<file path="config.mk">
export PLATFORM = sky130hd
export DESIGN_NAME = sml_master_link
export DESIGN_NICKNAME = d
export VERILOG_FILES = /design/src/hw/sml_master_link.v /design/src/hw/sml_buf2.v /design/src/hw/sml_tx_shifter.v
export VERILOG_INCLUDE_DIRS = /design/src /design/src/hw
export SDC_FILE = /design/constraint.sdc
export NUM_CORES = 1
export LEC_CHECK = 0
export BUFFER_PORTS_ARGS = -buffer_cell sky130_fd_sc_hd__buf_2
export CORE_MARGIN = 5
export CORE_UTILIZATION = 35
export DETAILED_ROUTE_END_ITERATION = 7
export MAX_ROUTING_LAYER = met4
export PLACE_DENSITY_LB_ADDON = 0.15
export SYNTH_ARGS = -nofsm -noshare
export SYNTH_HDL_FRONTEND = slang
export SYNTH_HIERARCHICAL = 1
export SYNTH_SLANG_ARGS = --single-unit
export TNS_END_PERCENT = 30
</file>
<file path="constraint.sdc">
create_clock -name core_clk -period 5.35 [get_ports core_clk]
set_input_delay 0.535 -clock core_clk [delete_from_list [all_inputs] [get_ports core_clk]]
set_output_delay 0.535 -clock core_clk [all_outputs]
set_load 0.02 [all_outputs]
</file>
<file path="src/hw/sml_consts.vh">
// Constants for the serial loop master link: timing, host map and frame fields
`ifndef SML_CONSTS_VH
`define SML_CONSTS_VH

// Core clock rate and link timing in their own units
`define SML_CLK_MHZ        40
`define SML_BIT_NS         10000
`define SML_GAP_NS         4000
`define SML_RESYNC_NS      150000

// Derived cycle counts: bit period exact, gap and resync rounded up
`define SML_BIT_CYC        ((`SML_BIT_NS * `SML_CLK_MHZ) / 1000)
`define SML_GAP_CYC        ((`SML_GAP_NS * `SML_CLK_MHZ + 999) / 1000)
`define SML_RESYNC_CYC     ((`SML_RESYNC_NS * `SML_CLK_MHZ + 999) / 1000)

// Frame geometry, first bit on the wire is bit 14
`define SML_FRAME_BITS     15
`define SML_FR_START       14
`define SML_FR_ADDR_HI     13
`define SML_FR_ADDR_LO     11
`define SML_FR_CMD         10
`define SML_FR_DATA_HI     9
`define SML_FR_DATA_LO     2
`define SML_FR_PAR         1
`define SML_FR_STOP        0
`define SML_ADDR_ALL       3'h0

// Return buffer depth in frames
`define SML_FIFO_DEPTH     16

// Host port addresses
`define SML_A_PAYLOAD      2'h0
`define SML_A_HEADER       2'h1
`define SML_A_ERROR        2'h2
`define SML_A_IRQ          2'h3

// Header byte fields
`define SML_HDR_BUSY       7
`define SML_HDR_NONEMPTY   6
`define SML_HDR_CMD        3
`define SML_HDR_ADDR_HI    2
`define SML_HDR_ADDR_LO    0

// Error byte fields
`define SML_ERR_OVF        2
`define SML_ERR_FRM        1
`define SML_ERR_PAR        0

// Reset values
`define SML_HDR_RST        4'h0
`define SML_RDATA_RST      8'h00

`endif

</file>
<file path="src/hw/sml_master_link.v">
// Master link controller: host port, transmitter, receiver and return FIFO
`timescale 1ns/1ps
`default_nettype none
`include "sml_consts.vh"

// Operation
// - Every frame is fifteen bits: start, address, flag, byte, parity, stop.
// - Each bit, the stop bit too, lasts one ten microsecond period.
// - At least four microseconds of idle line between frames.
// - The serial line rests high when no frame is sent.
// - Frames start low; three start-bit samples reject glitches.
// - Address zero reaches all devices; one to seven are single devices.
// - Flag one means the byte is an opcode, zero means data.
// - Transmitted parity makes the count of ones in the frame odd.
// - An even count of ones in a received frame is a parity error.
// - A low received stop bit is a framing error.
// - One serial output toward the loop, one serial input back.
// - Separate eight-bit buses carry bytes to and from the host.
// - Returned frames are kept in a sixteen-frame FIFO.
// - Host writes of header then payload send a formatted frame.
// - One master and up to seven slaves on the loop.
// - Reading the payload register pops one FIFO entry.
// - Each received bit is the majority of three samples.
// - Interrupt the host when the command returns or a framing or parity error arrives while it is outstanding.
module sml_master_link #(
   parameter integer BIT_CYC    = `SML_BIT_CYC,
   parameter integer GAP_CYC    = `SML_GAP_CYC,
   parameter integer RESYNC_CYC = `SML_RESYNC_CYC
) (
   input  wire       core_clk,    // Core clock, 40 MHz
   input  wire       reset_n,     // Synchronous reset, active low
   input  wire [1:0] host_addr,   // Host register select
   input  wire       host_wr,     // Host write strobe
   input  wire       host_rd,     // Host read strobe
   input  wire [7:0] host_wdata,  // Host write bus
   output reg  [7:0] host_rdata,  // Host read bus
   output reg        host_irq,    // Interrupt to host, active high
   input  wire       ser_in,      // Serial input from loop
   output wire       ser_out      // Serial output to loop
);

   localparam [2:0]  RX_IDLE   = 3'b001;
   localparam [2:0]  RX_BIT    = 3'b010;
   localparam [2:0]  RX_RESYNC = 3'b100;
   localparam [15:0] BIT_LAST  = BIT_CYC[15:0] - 16'h1;
   localparam [15:0] SMP1      = BIT_CYC[17:2];
   localparam [15:0] SMP2      = BIT_CYC[16:1];
   localparam [15:0] SMP3      = SMP1 + SMP2;
   localparam [15:0] RS_LAST   = RESYNC_CYC[15:0] - 16'h1;
   localparam integer DEPTH    = `SML_FIFO_DEPTH;

   // Odd count of ones over a vector of frame fields
   function odd12;
      input [11:0] v;
      begin
         odd12 = ^v;
      end
   endfunction

   // Best of three samples
   function maj3;
      input [2:0] s;
      begin
         maj3 = (s[0] & s[1]) | (s[0] & s[2]) | (s[1] & s[2]);
      end
   endfunction

   // Host header, transmit status
   reg  [3:0]  hdr_q;
   reg         await_q;
   wire        tx_busy;
   wire        tx_start;
   wire [14:0] tx_frame;
   wire        tx_par;

   // Receiver state
   reg        sin_m_q;
   reg        sin_s_q;
   reg [2:0]  rx_state_q;
   reg [15:0] rx_cnt_q;
   reg [3:0]  rx_bit_q;
   reg [2:0]  smp_q;
   reg [13:0] rx_shift_q;
   wire       rx_end;
   wire       rx_val;
   wire       rx_last;
   wire [14:0] rx_frame;
   wire       ev_glitch;
   wire       ev_ferr;
   wire       ev_perr;
   wire       ev_good;

   // Error flags
   reg        ovf_q;
   reg        ferr_q;
   reg        perr_q;

   // Buffer and FIFO
   wire        buf_in_ready;
   wire        buf_out_valid;
   wire [11:0] buf_out_data;
   wire        fifo_push;
   wire        fifo_pop;
   wire        fifo_full;
   reg  [11:0] fifo_mem [0:DEPTH-1];
   reg  [3:0]  wr_ptr_q;
   reg  [3:0]  rd_ptr_q;
   reg  [4:0]  fifo_cnt_q;
   wire [11:0] fifo_top;
   wire        fifo_nonempty;

   // Host access decode
   wire rd_payload;
   wire rd_header;
   wire rd_error;
   wire rd_irq;
   wire wr_payload;
   wire wr_header;

   assign rd_payload = host_rd & (host_addr == `SML_A_PAYLOAD);
   assign rd_header  = host_rd & (host_addr == `SML_A_HEADER);
   assign rd_error   = host_rd & (host_addr == `SML_A_ERROR);
   assign rd_irq     = host_rd & (host_addr == `SML_A_IRQ);
   assign wr_payload = host_wr & (host_addr == `SML_A_PAYLOAD);
   assign wr_header  = host_wr & (host_addr == `SML_A_HEADER);

   // Frame assembly from header and payload byte
   // Start and stop add one 1, so parity is the XOR of the twelve fields
   assign tx_par   = odd12({hdr_q[2:0], hdr_q[3], host_wdata[7:0]});
   assign tx_frame = {1'b0, hdr_q[2:0], hdr_q[3], host_wdata, tx_par, 1'b1};
   assign tx_start = wr_payload & ~tx_busy;

   // Header register, written before the payload
   always @(posedge core_clk) begin
      if (!reset_n) begin
         hdr_q <= `SML_HDR_RST;
      end else if (wr_header) begin
         hdr_q <= {host_wdata[`SML_HDR_CMD], host_wdata[`SML_HDR_ADDR_HI:`SML_HDR_ADDR_LO]};
      end
   end

   sml_tx_shifter #(
      .BIT_CYC (BIT_CYC),
      .GAP_CYC (GAP_CYC)
   ) u_tx (
      .core_clk (core_clk),
      .reset_n  (reset_n),
      .start    (tx_start),
      .frame    (tx_frame),
      .ser_out  (ser_out),
      .busy     (tx_busy)
   );

   // Input synchroniser
   always @(posedge core_clk) begin
      if (!reset_n) begin
         sin_m_q <= 1'b1;
         sin_s_q <= 1'b1;
      end else begin
         sin_m_q <= ser_in;
         sin_s_q <= sin_m_q;
      end
   end

   // Receive event decode at the end of each bit period
   assign rx_end    = (rx_state_q == RX_BIT) & (rx_cnt_q == BIT_LAST);
   assign rx_val    = maj3(smp_q);
   assign rx_last   = (rx_bit_q == 4'he);
   assign rx_frame  = {rx_shift_q, rx_val};
   assign ev_glitch = rx_end & (rx_bit_q == 4'h0) & rx_val;
   assign ev_ferr   = rx_end & rx_last & ~rx_val;
   assign ev_perr   = rx_end & rx_last & rx_val
                      & ~(odd12(rx_frame[13:2]) ^ rx_frame[1] ^ 1'b1);
   assign ev_good   = rx_end & rx_last & rx_val & ~ev_perr;

   // Receive sequencer with three samples per bit and resync on framing error
   always @(posedge core_clk) begin
      if (!reset_n) begin
         rx_state_q <= RX_IDLE;
         rx_cnt_q   <= 16'h0000;
         rx_bit_q   <= 4'h0;
         smp_q      <= 3'h7;
         rx_shift_q <= 14'h0000;
      end else begin
         case (rx_state_q)
            RX_IDLE: begin
               rx_cnt_q <= 16'h0000;
               rx_bit_q <= 4'h0;
               if (!sin_s_q) begin
                  rx_state_q <= RX_BIT;
               end
            end
            RX_BIT: begin
               if (rx_cnt_q == SMP1) begin
                  smp_q[0] <= sin_s_q;
               end
               if (rx_cnt_q == SMP2) begin
                  smp_q[1] <= sin_s_q;
               end
               if (rx_cnt_q == SMP3) begin
                  smp_q[2] <= sin_s_q;
               end
               if (rx_end) begin
                  rx_cnt_q   <= 16'h0000;
                  rx_bit_q   <= rx_bit_q + 4'h1;
                  rx_shift_q <= {rx_shift_q[12:0], rx_val};
                  if (ev_glitch) begin
                     rx_state_q <= RX_IDLE;
                  end else if (ev_ferr) begin
                     rx_state_q <= RX_RESYNC;
                  end else if (rx_last) begin
                     rx_state_q <= RX_IDLE;
                  end
               end else begin
                  rx_cnt_q <= rx_cnt_q + 16'h1;
               end
            end
            RX_RESYNC: begin
               if (!sin_s_q) begin
                  rx_cnt_q <= 16'h0000;
               end else if (rx_cnt_q == RS_LAST) begin
                  rx_state_q <= RX_IDLE;
               end else begin
                  rx_cnt_q <= rx_cnt_q + 16'h1;
               end
            end
            default: begin
               rx_state_q <= RX_IDLE;
            end
         endcase
      end
   end

   // Two-entry stage between receiver and FIFO, absorbs a full FIFO
   sml_buf2 #(
      .WIDTH (12)
   ) u_buf (
      .core_clk  (core_clk),
      .reset_n   (reset_n),
      .in_valid  (ev_good),
      .in_ready  (buf_in_ready),
      .in_data   (rx_frame[13:2]),
      .out_valid (buf_out_valid),
      .out_ready (~fifo_full),
      .out_data  (buf_out_data)
   );

   // Return FIFO, top entry is what the host reads
   assign fifo_full     = (fifo_cnt_q == DEPTH[4:0]);
   assign fifo_nonempty = (fifo_cnt_q != 5'h00);
   assign fifo_push     = buf_out_valid & ~fifo_full;
   assign fifo_pop      = rd_payload & fifo_nonempty;
   assign fifo_top      = fifo_nonempty ? fifo_mem[rd_ptr_q] : 12'h000;

   always @(posedge core_clk) begin
      if (!reset_n) begin
         wr_ptr_q   <= 4'h0;
         rd_ptr_q   <= 4'h0;
         fifo_cnt_q <= 5'h00;
      end else begin
         if (fifo_push) begin
            fifo_mem[wr_ptr_q] <= buf_out_data;
            wr_ptr_q           <= wr_ptr_q + 4'h1;
         end
         if (fifo_pop) begin
            rd_ptr_q <= rd_ptr_q + 4'h1;
         end
         if (fifo_push && !fifo_pop) begin
            fifo_cnt_q <= fifo_cnt_q + 5'h01;
         end else if (fifo_pop && !fifo_push) begin
            fifo_cnt_q <= fifo_cnt_q - 5'h01;
         end
      end
   end

   // Error flags, a new event wins over the clearing read
   always @(posedge core_clk) begin
      if (!reset_n) begin
         ovf_q  <= 1'b0;
         ferr_q <= 1'b0;
         perr_q <= 1'b0;
      end else begin
         ovf_q  <= (ovf_q & ~rd_error) | (ev_good & fifo_full);
         ferr_q <= (ferr_q & ~rd_error) | (ev_ferr & await_q);
         perr_q <= (perr_q & ~rd_error) | (ev_perr & await_q);
      end
   end

   // Command outstanding and interrupt; set wins over the clearing read
   always @(posedge core_clk) begin
      if (!reset_n) begin
         await_q  <= 1'b0;
         host_irq <= 1'b0;
      end else begin
         if (tx_start && hdr_q[3]) begin
            await_q <= 1'b1;
         end else if ((ev_good && rx_frame[`SML_FR_CMD]) || ((ev_ferr || ev_perr) && await_q)) begin
            await_q <= 1'b0;
         end
         host_irq <= (host_irq & ~rd_irq)
                     | (ev_good & rx_frame[`SML_FR_CMD])
                     | ((ev_ferr | ev_perr) & await_q);
      end
   end

   // Read bus, loaded on each read strobe
   always @(posedge core_clk) begin
      if (!reset_n) begin
         host_rdata <= `SML_RDATA_RST;
      end else if (host_rd) begin
         case (host_addr)
            `SML_A_PAYLOAD: host_rdata <= fifo_top[7:0];
            `SML_A_HEADER:  host_rdata <= {tx_busy, fifo_nonempty, 2'h0, fifo_top[8],
                                           fifo_top[11:9]};
            `SML_A_ERROR:   host_rdata <= {5'h00, ovf_q, ferr_q, perr_q};
            `SML_A_IRQ:     host_rdata <= {7'h00, host_irq};
            default:        host_rdata <= `SML_RDATA_RST;
         endcase
      end
   end

endmodule // sml_master_link

`default_nettype wire

</file>
<file path="src/hw/sml_buf2.v">
// Two-entry buffer with valid and ready on both sides
`timescale 1ns/1ps
`default_nettype none

module sml_buf2 #(
   parameter integer WIDTH = 12
) (
   input  wire             core_clk,  // Core clock
   input  wire             reset_n,   // Synchronous reset, active low
   input  wire             in_valid,  // Word offered
   output wire             in_ready,  // Room for a word
   input  wire [WIDTH-1:0] in_data,   // Offered word
   output wire             out_valid, // Word held
   input  wire             out_ready, // Sink takes word
   output wire [WIDTH-1:0] out_data   // Oldest word
);

   reg [WIDTH-1:0] mem_q [0:1];
   reg             wr_q;
   reg             rd_q;
   reg [1:0]       cnt_q;
   wire            push;
   wire            pop;

   // Handshake terms
   assign in_ready  = (cnt_q != 2'h2);
   assign out_valid = (cnt_q != 2'h0);
   assign out_data  = mem_q[rd_q];
   assign push      = in_valid & in_ready;
   assign pop       = out_valid & out_ready;

   // Storage and pointers
   always @(posedge core_clk) begin
      if (!reset_n) begin
         wr_q  <= 1'b0;
         rd_q  <= 1'b0;
         cnt_q <= 2'h0;
      end else begin
         if (push) begin
            mem_q[wr_q] <= in_data;
            wr_q        <= ~wr_q;
         end
         if (pop) begin
            rd_q <= ~rd_q;
         end
         if (push && !pop) begin
            cnt_q <= cnt_q + 2'h1;
         end else if (pop && !push) begin
            cnt_q <= cnt_q - 2'h1;
         end
      end
   end

endmodule // sml_buf2

`default_nettype wire

</file>
<file path="src/hw/sml_tx_shifter.v">
// Serial frame transmitter with bit timing and inter-frame gap
`timescale 1ns/1ps
`default_nettype none
`include "sml_consts.vh"

module sml_tx_shifter #(
   parameter integer BIT_CYC = `SML_BIT_CYC,
   parameter integer GAP_CYC = `SML_GAP_CYC
) (
   input  wire        core_clk, // Core clock
   input  wire        reset_n,  // Synchronous reset, active low
   input  wire        start,    // One-cycle start, ignored while busy
   input  wire [14:0] frame,    // Frame, bit 14 first
   output reg         ser_out,  // Serial output to loop
   output wire        busy      // Shifting or in gap
);

   localparam [2:0] ST_IDLE  = 3'b001;
   localparam [2:0] ST_SHIFT = 3'b010;
   localparam [2:0] ST_GAP   = 3'b100;
   localparam [15:0] BIT_LAST = BIT_CYC[15:0] - 16'h1;
   localparam [15:0] GAP_LAST = GAP_CYC[15:0] - 16'h1;

   reg [2:0]  state_q;
   reg [14:0] shift_q;
   reg [3:0]  bit_q;
   reg [15:0] cnt_q;

   assign busy = (state_q != ST_IDLE);

   // Shift sequencer
   always @(posedge core_clk) begin
      if (!reset_n) begin
         state_q <= ST_IDLE;
         shift_q <= 15'h7fff;
         bit_q   <= 4'h0;
         cnt_q   <= 16'h0000;
         ser_out <= 1'b1;
      end else begin
         case (state_q)
            ST_IDLE: begin
               ser_out <= 1'b1;
               if (start) begin
                  shift_q <= frame;
                  bit_q   <= 4'h0;
                  cnt_q   <= 16'h0000;
                  ser_out <= frame[14];
                  state_q <= ST_SHIFT;
               end
            end
            ST_SHIFT: begin
               if (cnt_q == BIT_LAST) begin
                  cnt_q <= 16'h0000;
                  if (bit_q == 4'he) begin
                     ser_out <= 1'b1;
                     state_q <= ST_GAP;
                  end else begin
                     bit_q   <= bit_q + 4'h1;
                     shift_q <= {shift_q[13:0], 1'b1};
                     ser_out <= shift_q[13];
                  end
               end else begin
                  cnt_q <= cnt_q + 16'h1;
               end
            end
            ST_GAP: begin
               if (cnt_q == GAP_LAST) begin
                  state_q <= ST_IDLE;
               end else begin
                  cnt_q <= cnt_q + 16'h1;
               end
            end
            default: begin
               state_q <= ST_IDLE;
               ser_out <= 1'b1;
            end
         endcase
      end
   end

endmodule // sml_tx_shifter

`default_nettype wire

</file>
==> impl_metrics.py <==
metrics = {
    "floorplan": {
        "rows": 73,
        "core_sq_um": 39800,
        "pin_count": 25,
        "die-area_sq_um": 44400,
        "die_x_microns": 211,
        "die_y_microns": 211,
        "start_util_pct": 35.4,
    },
    "placed_design": {
        "place.gp.congestion": 0.775,
        "pre_cts_ws_ps": 1810,
        "dp_hpwl_microns": 20100,
        "io_buffer_count": 24,
        "placed_cell_area_sq_um": 14900,
        "placed_cells": 1534,
    },
    "clocking": {
        "cts_tree": "done",
        "post-cts-setup-buffers": 0,
        "clock_latency_ps": 530,
        "cts.sinks": 334,
        "clk_path_buf_depth": 3,
        "cts_hold_buf": 0,
        "htreeDepth": 2,
        "cts_resized": 0,
        "root_buffer": "clkbuf_16",
        "cts_made_buffers": 39,
        "clk_pin_slew_ps": 50,
    },
    "global_route": {
        "grt_max_degree": 62,
        "grt_pass1_wl_microns": 50700,
        "grt-ovfl-total": 0,
        "grt_usage_pct": 15.2,
        "grt_pass1_vias": 8202,
        "antenna_found_initial": 0,
    },
    "setup_path": {
        "worstSetupStartpointType": "flip-flop",
        "crit_required_ps": 5500,
        "path_max_fanout": 12,
        "cp.arrival_ps": 3670,
        "crit_chain": "or4_4 > or4_4 > or2_4 > nor4_1 > nand3_1 > nor2_1",
        "endpoint_kind": "flip-flop",
        "cp_common_cell": "or4_4",
        "crit_path_top_delay_cell": "nor2_1",
        "path_class": "flip-flop to flip-flop",
        "max_stage_delay_ps": 850,
    },
    "sta": {
        "drv_slew": 0,
        "hold_ws_ps": 185,
        "slew_headroom_pct": 27.2,
        "fin_setup_tns_ps": 0,
        "worstMarginPinSlew_ps": 1090,
        "period_minus_slack_ps": 3520,
        "worst_slack_ps": 1830,
        "finalCritPeriodShare_pct": 65.8,
        "hold_viol": 0,
        "max_freq_mhz": 284,
        "finalSetupViolCount": 0,
        "finClkSkew_ps": 8.37,
        "grt_setup_unrepaired": "no",
    },
    "cells_and_area": {
        "layout_common_cells": "edfxtp_1 (216), dfxtp_1 (117), nor2_1 (96), nand2_1 (68), mux4_2 (57)",
        "antennaDiodeCount": 0,
        "nets": 1084,
        "final_common_cell": "edfxtp_1",
        "final.fill_count": 3739,
        "fin_util_pct": 40.4,
        "fin_area_sq_um": 16100,
        "drive_gt1_share_pct": 17.7,
        "area_growth_pct": 14.0,
        "layoutNonFillerInstCount": 1603,
    },
    "route": {
        "drcViolationCount": 0,
        "viasPerCell": 5.18,
        "wire_per_inst_microns": 20.2,
        "drt_pass1_iterations": 4,
        "final_antenna_net_count": 0,
        "dr.first_iter.drc_count": 598,
        "num_vias": 8305,
        "routed_wl_microns": 32400,
    },
    "flow_run": {
        "max_cap_violations": 0,
    },
    "synth": {
        "ys_warn_count": 6,
        "synth_fa_ha_area_share_pct": 1.81,
        "yosysSeqAreaShare_pct": 62.7,
        "synth_top_family_by_area": "multiplexers",
        "synth-simple-area-share_pct": 11.8,
        "synthMuxAreaShare_pct": 12.1,
        "synth-edff-count": 216,
        "synthCells": 1011,
        "avgSynthCellArea_sq_um": 14.0,
        "ys_types": 72,
        "syn_nets": 1045,
        "synth_area_sq_um": 14100,
        "synth-async-reset-ratio_pct": 0,
        "synth_top_area_share_pct": 45.9,
        "synthXorXnorAreaFrac_pct": 3.64,
        "synthFlopType": "edfxtp_1",
        "synth_compound_area_share_pct": 5.73,
        "yosys_register_bits": 334,
        "synth_top_area_cell": "edfxtp_1",
        "synth_area_leaders": "edfxtp_1 (46%), dfxtp_1 (17%), mux4_2 (9.1%)",
    },
    "pwr": {
        "max-vdd-ir-drop_v": 0.000261,
        "p_total_mw": 6.20,
        "powerDensity_nw_per_um2": 385,
        "p_leak_nw": 5.25,
    },
    "run_status": {
        "status": "completed",
    },
    "hold_path": {
        "min_path_type": "primary input to flip-flop",
    },
}
==> logic make-up after synthesis <==
family                     count (synthesis)
muxes                                     98
and+or+nand+nor                          313
buffers and inverters                     71
other                                      2
xor gates and xnor gates                  54
AOI/OAI and AO/OA                        119
adders and majority gates                 20
DFF                                      334
==> Yosys cell counts, types with 3 or more instances <==
| master | count |
|---|---|
| and4_1 | 3 |
| and3_1 | 6 |
| or3b_1 | 3 |
| mux4_2 | 57 |
| clkbuf_1 | 30 |
| or4_1 | 8 |
| mux2_2 | 15 |
| nand2b_1 | 9 |
| o31ai_1 | 3 |
| a22oi_1 | 8 |
| ha_1 | 18 |
| nor2_1 | 96 |
| and2_1 | 6 |
| xor2_1 | 22 |
| dfxtp_1 | 118 |
| o21ai_0 | 20 |
| nor3_1 | 5 |
| nand3_1 | 23 |
| xnor3_1 | 3 |
| buf_1 | 3 |
| a31oi_1 | 4 |
| inv_1 | 20 |
| nand4_1 | 13 |
| nor4b_1 | 18 |
| nor2b_1 | 8 |
| buf_4 | 3 |
| o2111ai_1 | 5 |
| nor3b_1 | 5 |
| mux2i_1 | 26 |
| buf_2 | 12 |
| o211ai_1 | 11 |
| a41oi_1 | 12 |
| a21oi_1 | 31 |
| xnor2_1 | 29 |
| nand2_1 | 68 |
| nor4_1 | 8 |
| a21o_1 | 3 |
| or3_1 | 11 |
| edfxtp_1 | 216 |
| nand3b_1 | 7 |
==> sequential cells by signal (all words and copies together) (netlist names), 5 cells and up, named ones only <==
signal / flops
u_tx/cnt_q: 16
host_rdata: 8
u_buf/mem_q: 24
fifo_cnt_q: 5
rx_cnt_q: 16
u_tx/shift_q: 14
rx_shift_q: 13
fifo_mem: 192
==> final timing paths <==
kind	from	endpoint	slack, ps	cells past startpoint
max	rx_cnt_q[13]	u_buf/mem_q[0][2]	1830	6
min	ser_in	sin_m_q	190	2
max reg2reg	rx_cnt_q[13]	u_buf/mem_q[0][2]	1830	6
min reg2reg	sin_m_q	sin_s_q	410	1
==> power by group <==
group	leakage (nW)	internal [mW]	total [mW]	switching (mW)
Clock	0.607	1.56	2.58	1.02
Combinational	1.73	0.290	0.675	0.385
Sequential	2.91	2.87	2.94	0.0737
==> critical path: cells and delay by family, from the launching register on <==
family / cells / cell delay (ps)
AND/OR/NAND/NOR: 6 / 2810
flip-flops: 1 / 330
==> routing by layer <==
layer	vias up	track usage (%)	routed length, microns
li1	3929	-	-
met1	4202	21.8	15700
met2	128	22.4	14600
met3	46	3.31	1480
met4	0	3.62	577
met5	-	-	0
==> area by class of cell <==
| class | instances | area, sq um | share of cell area [%] |
|---|---|---|---|
| sequential | 334 | 8850 | 55.0 |
| multi-input combinational | 606 | 4960 | 30.8 |
| clock buffer | 54 | 1080 | 6.74 |
| tap | 525 | 657 | 4.08 |
| timing repair buffer | 49 | 308 | 1.91 |
| clock inverter | 15 | 149 | 0.925 |
| inverter | 20 | 75.1 | 0.467 |
Note: power is estimated with default switching activity, not from simulation.
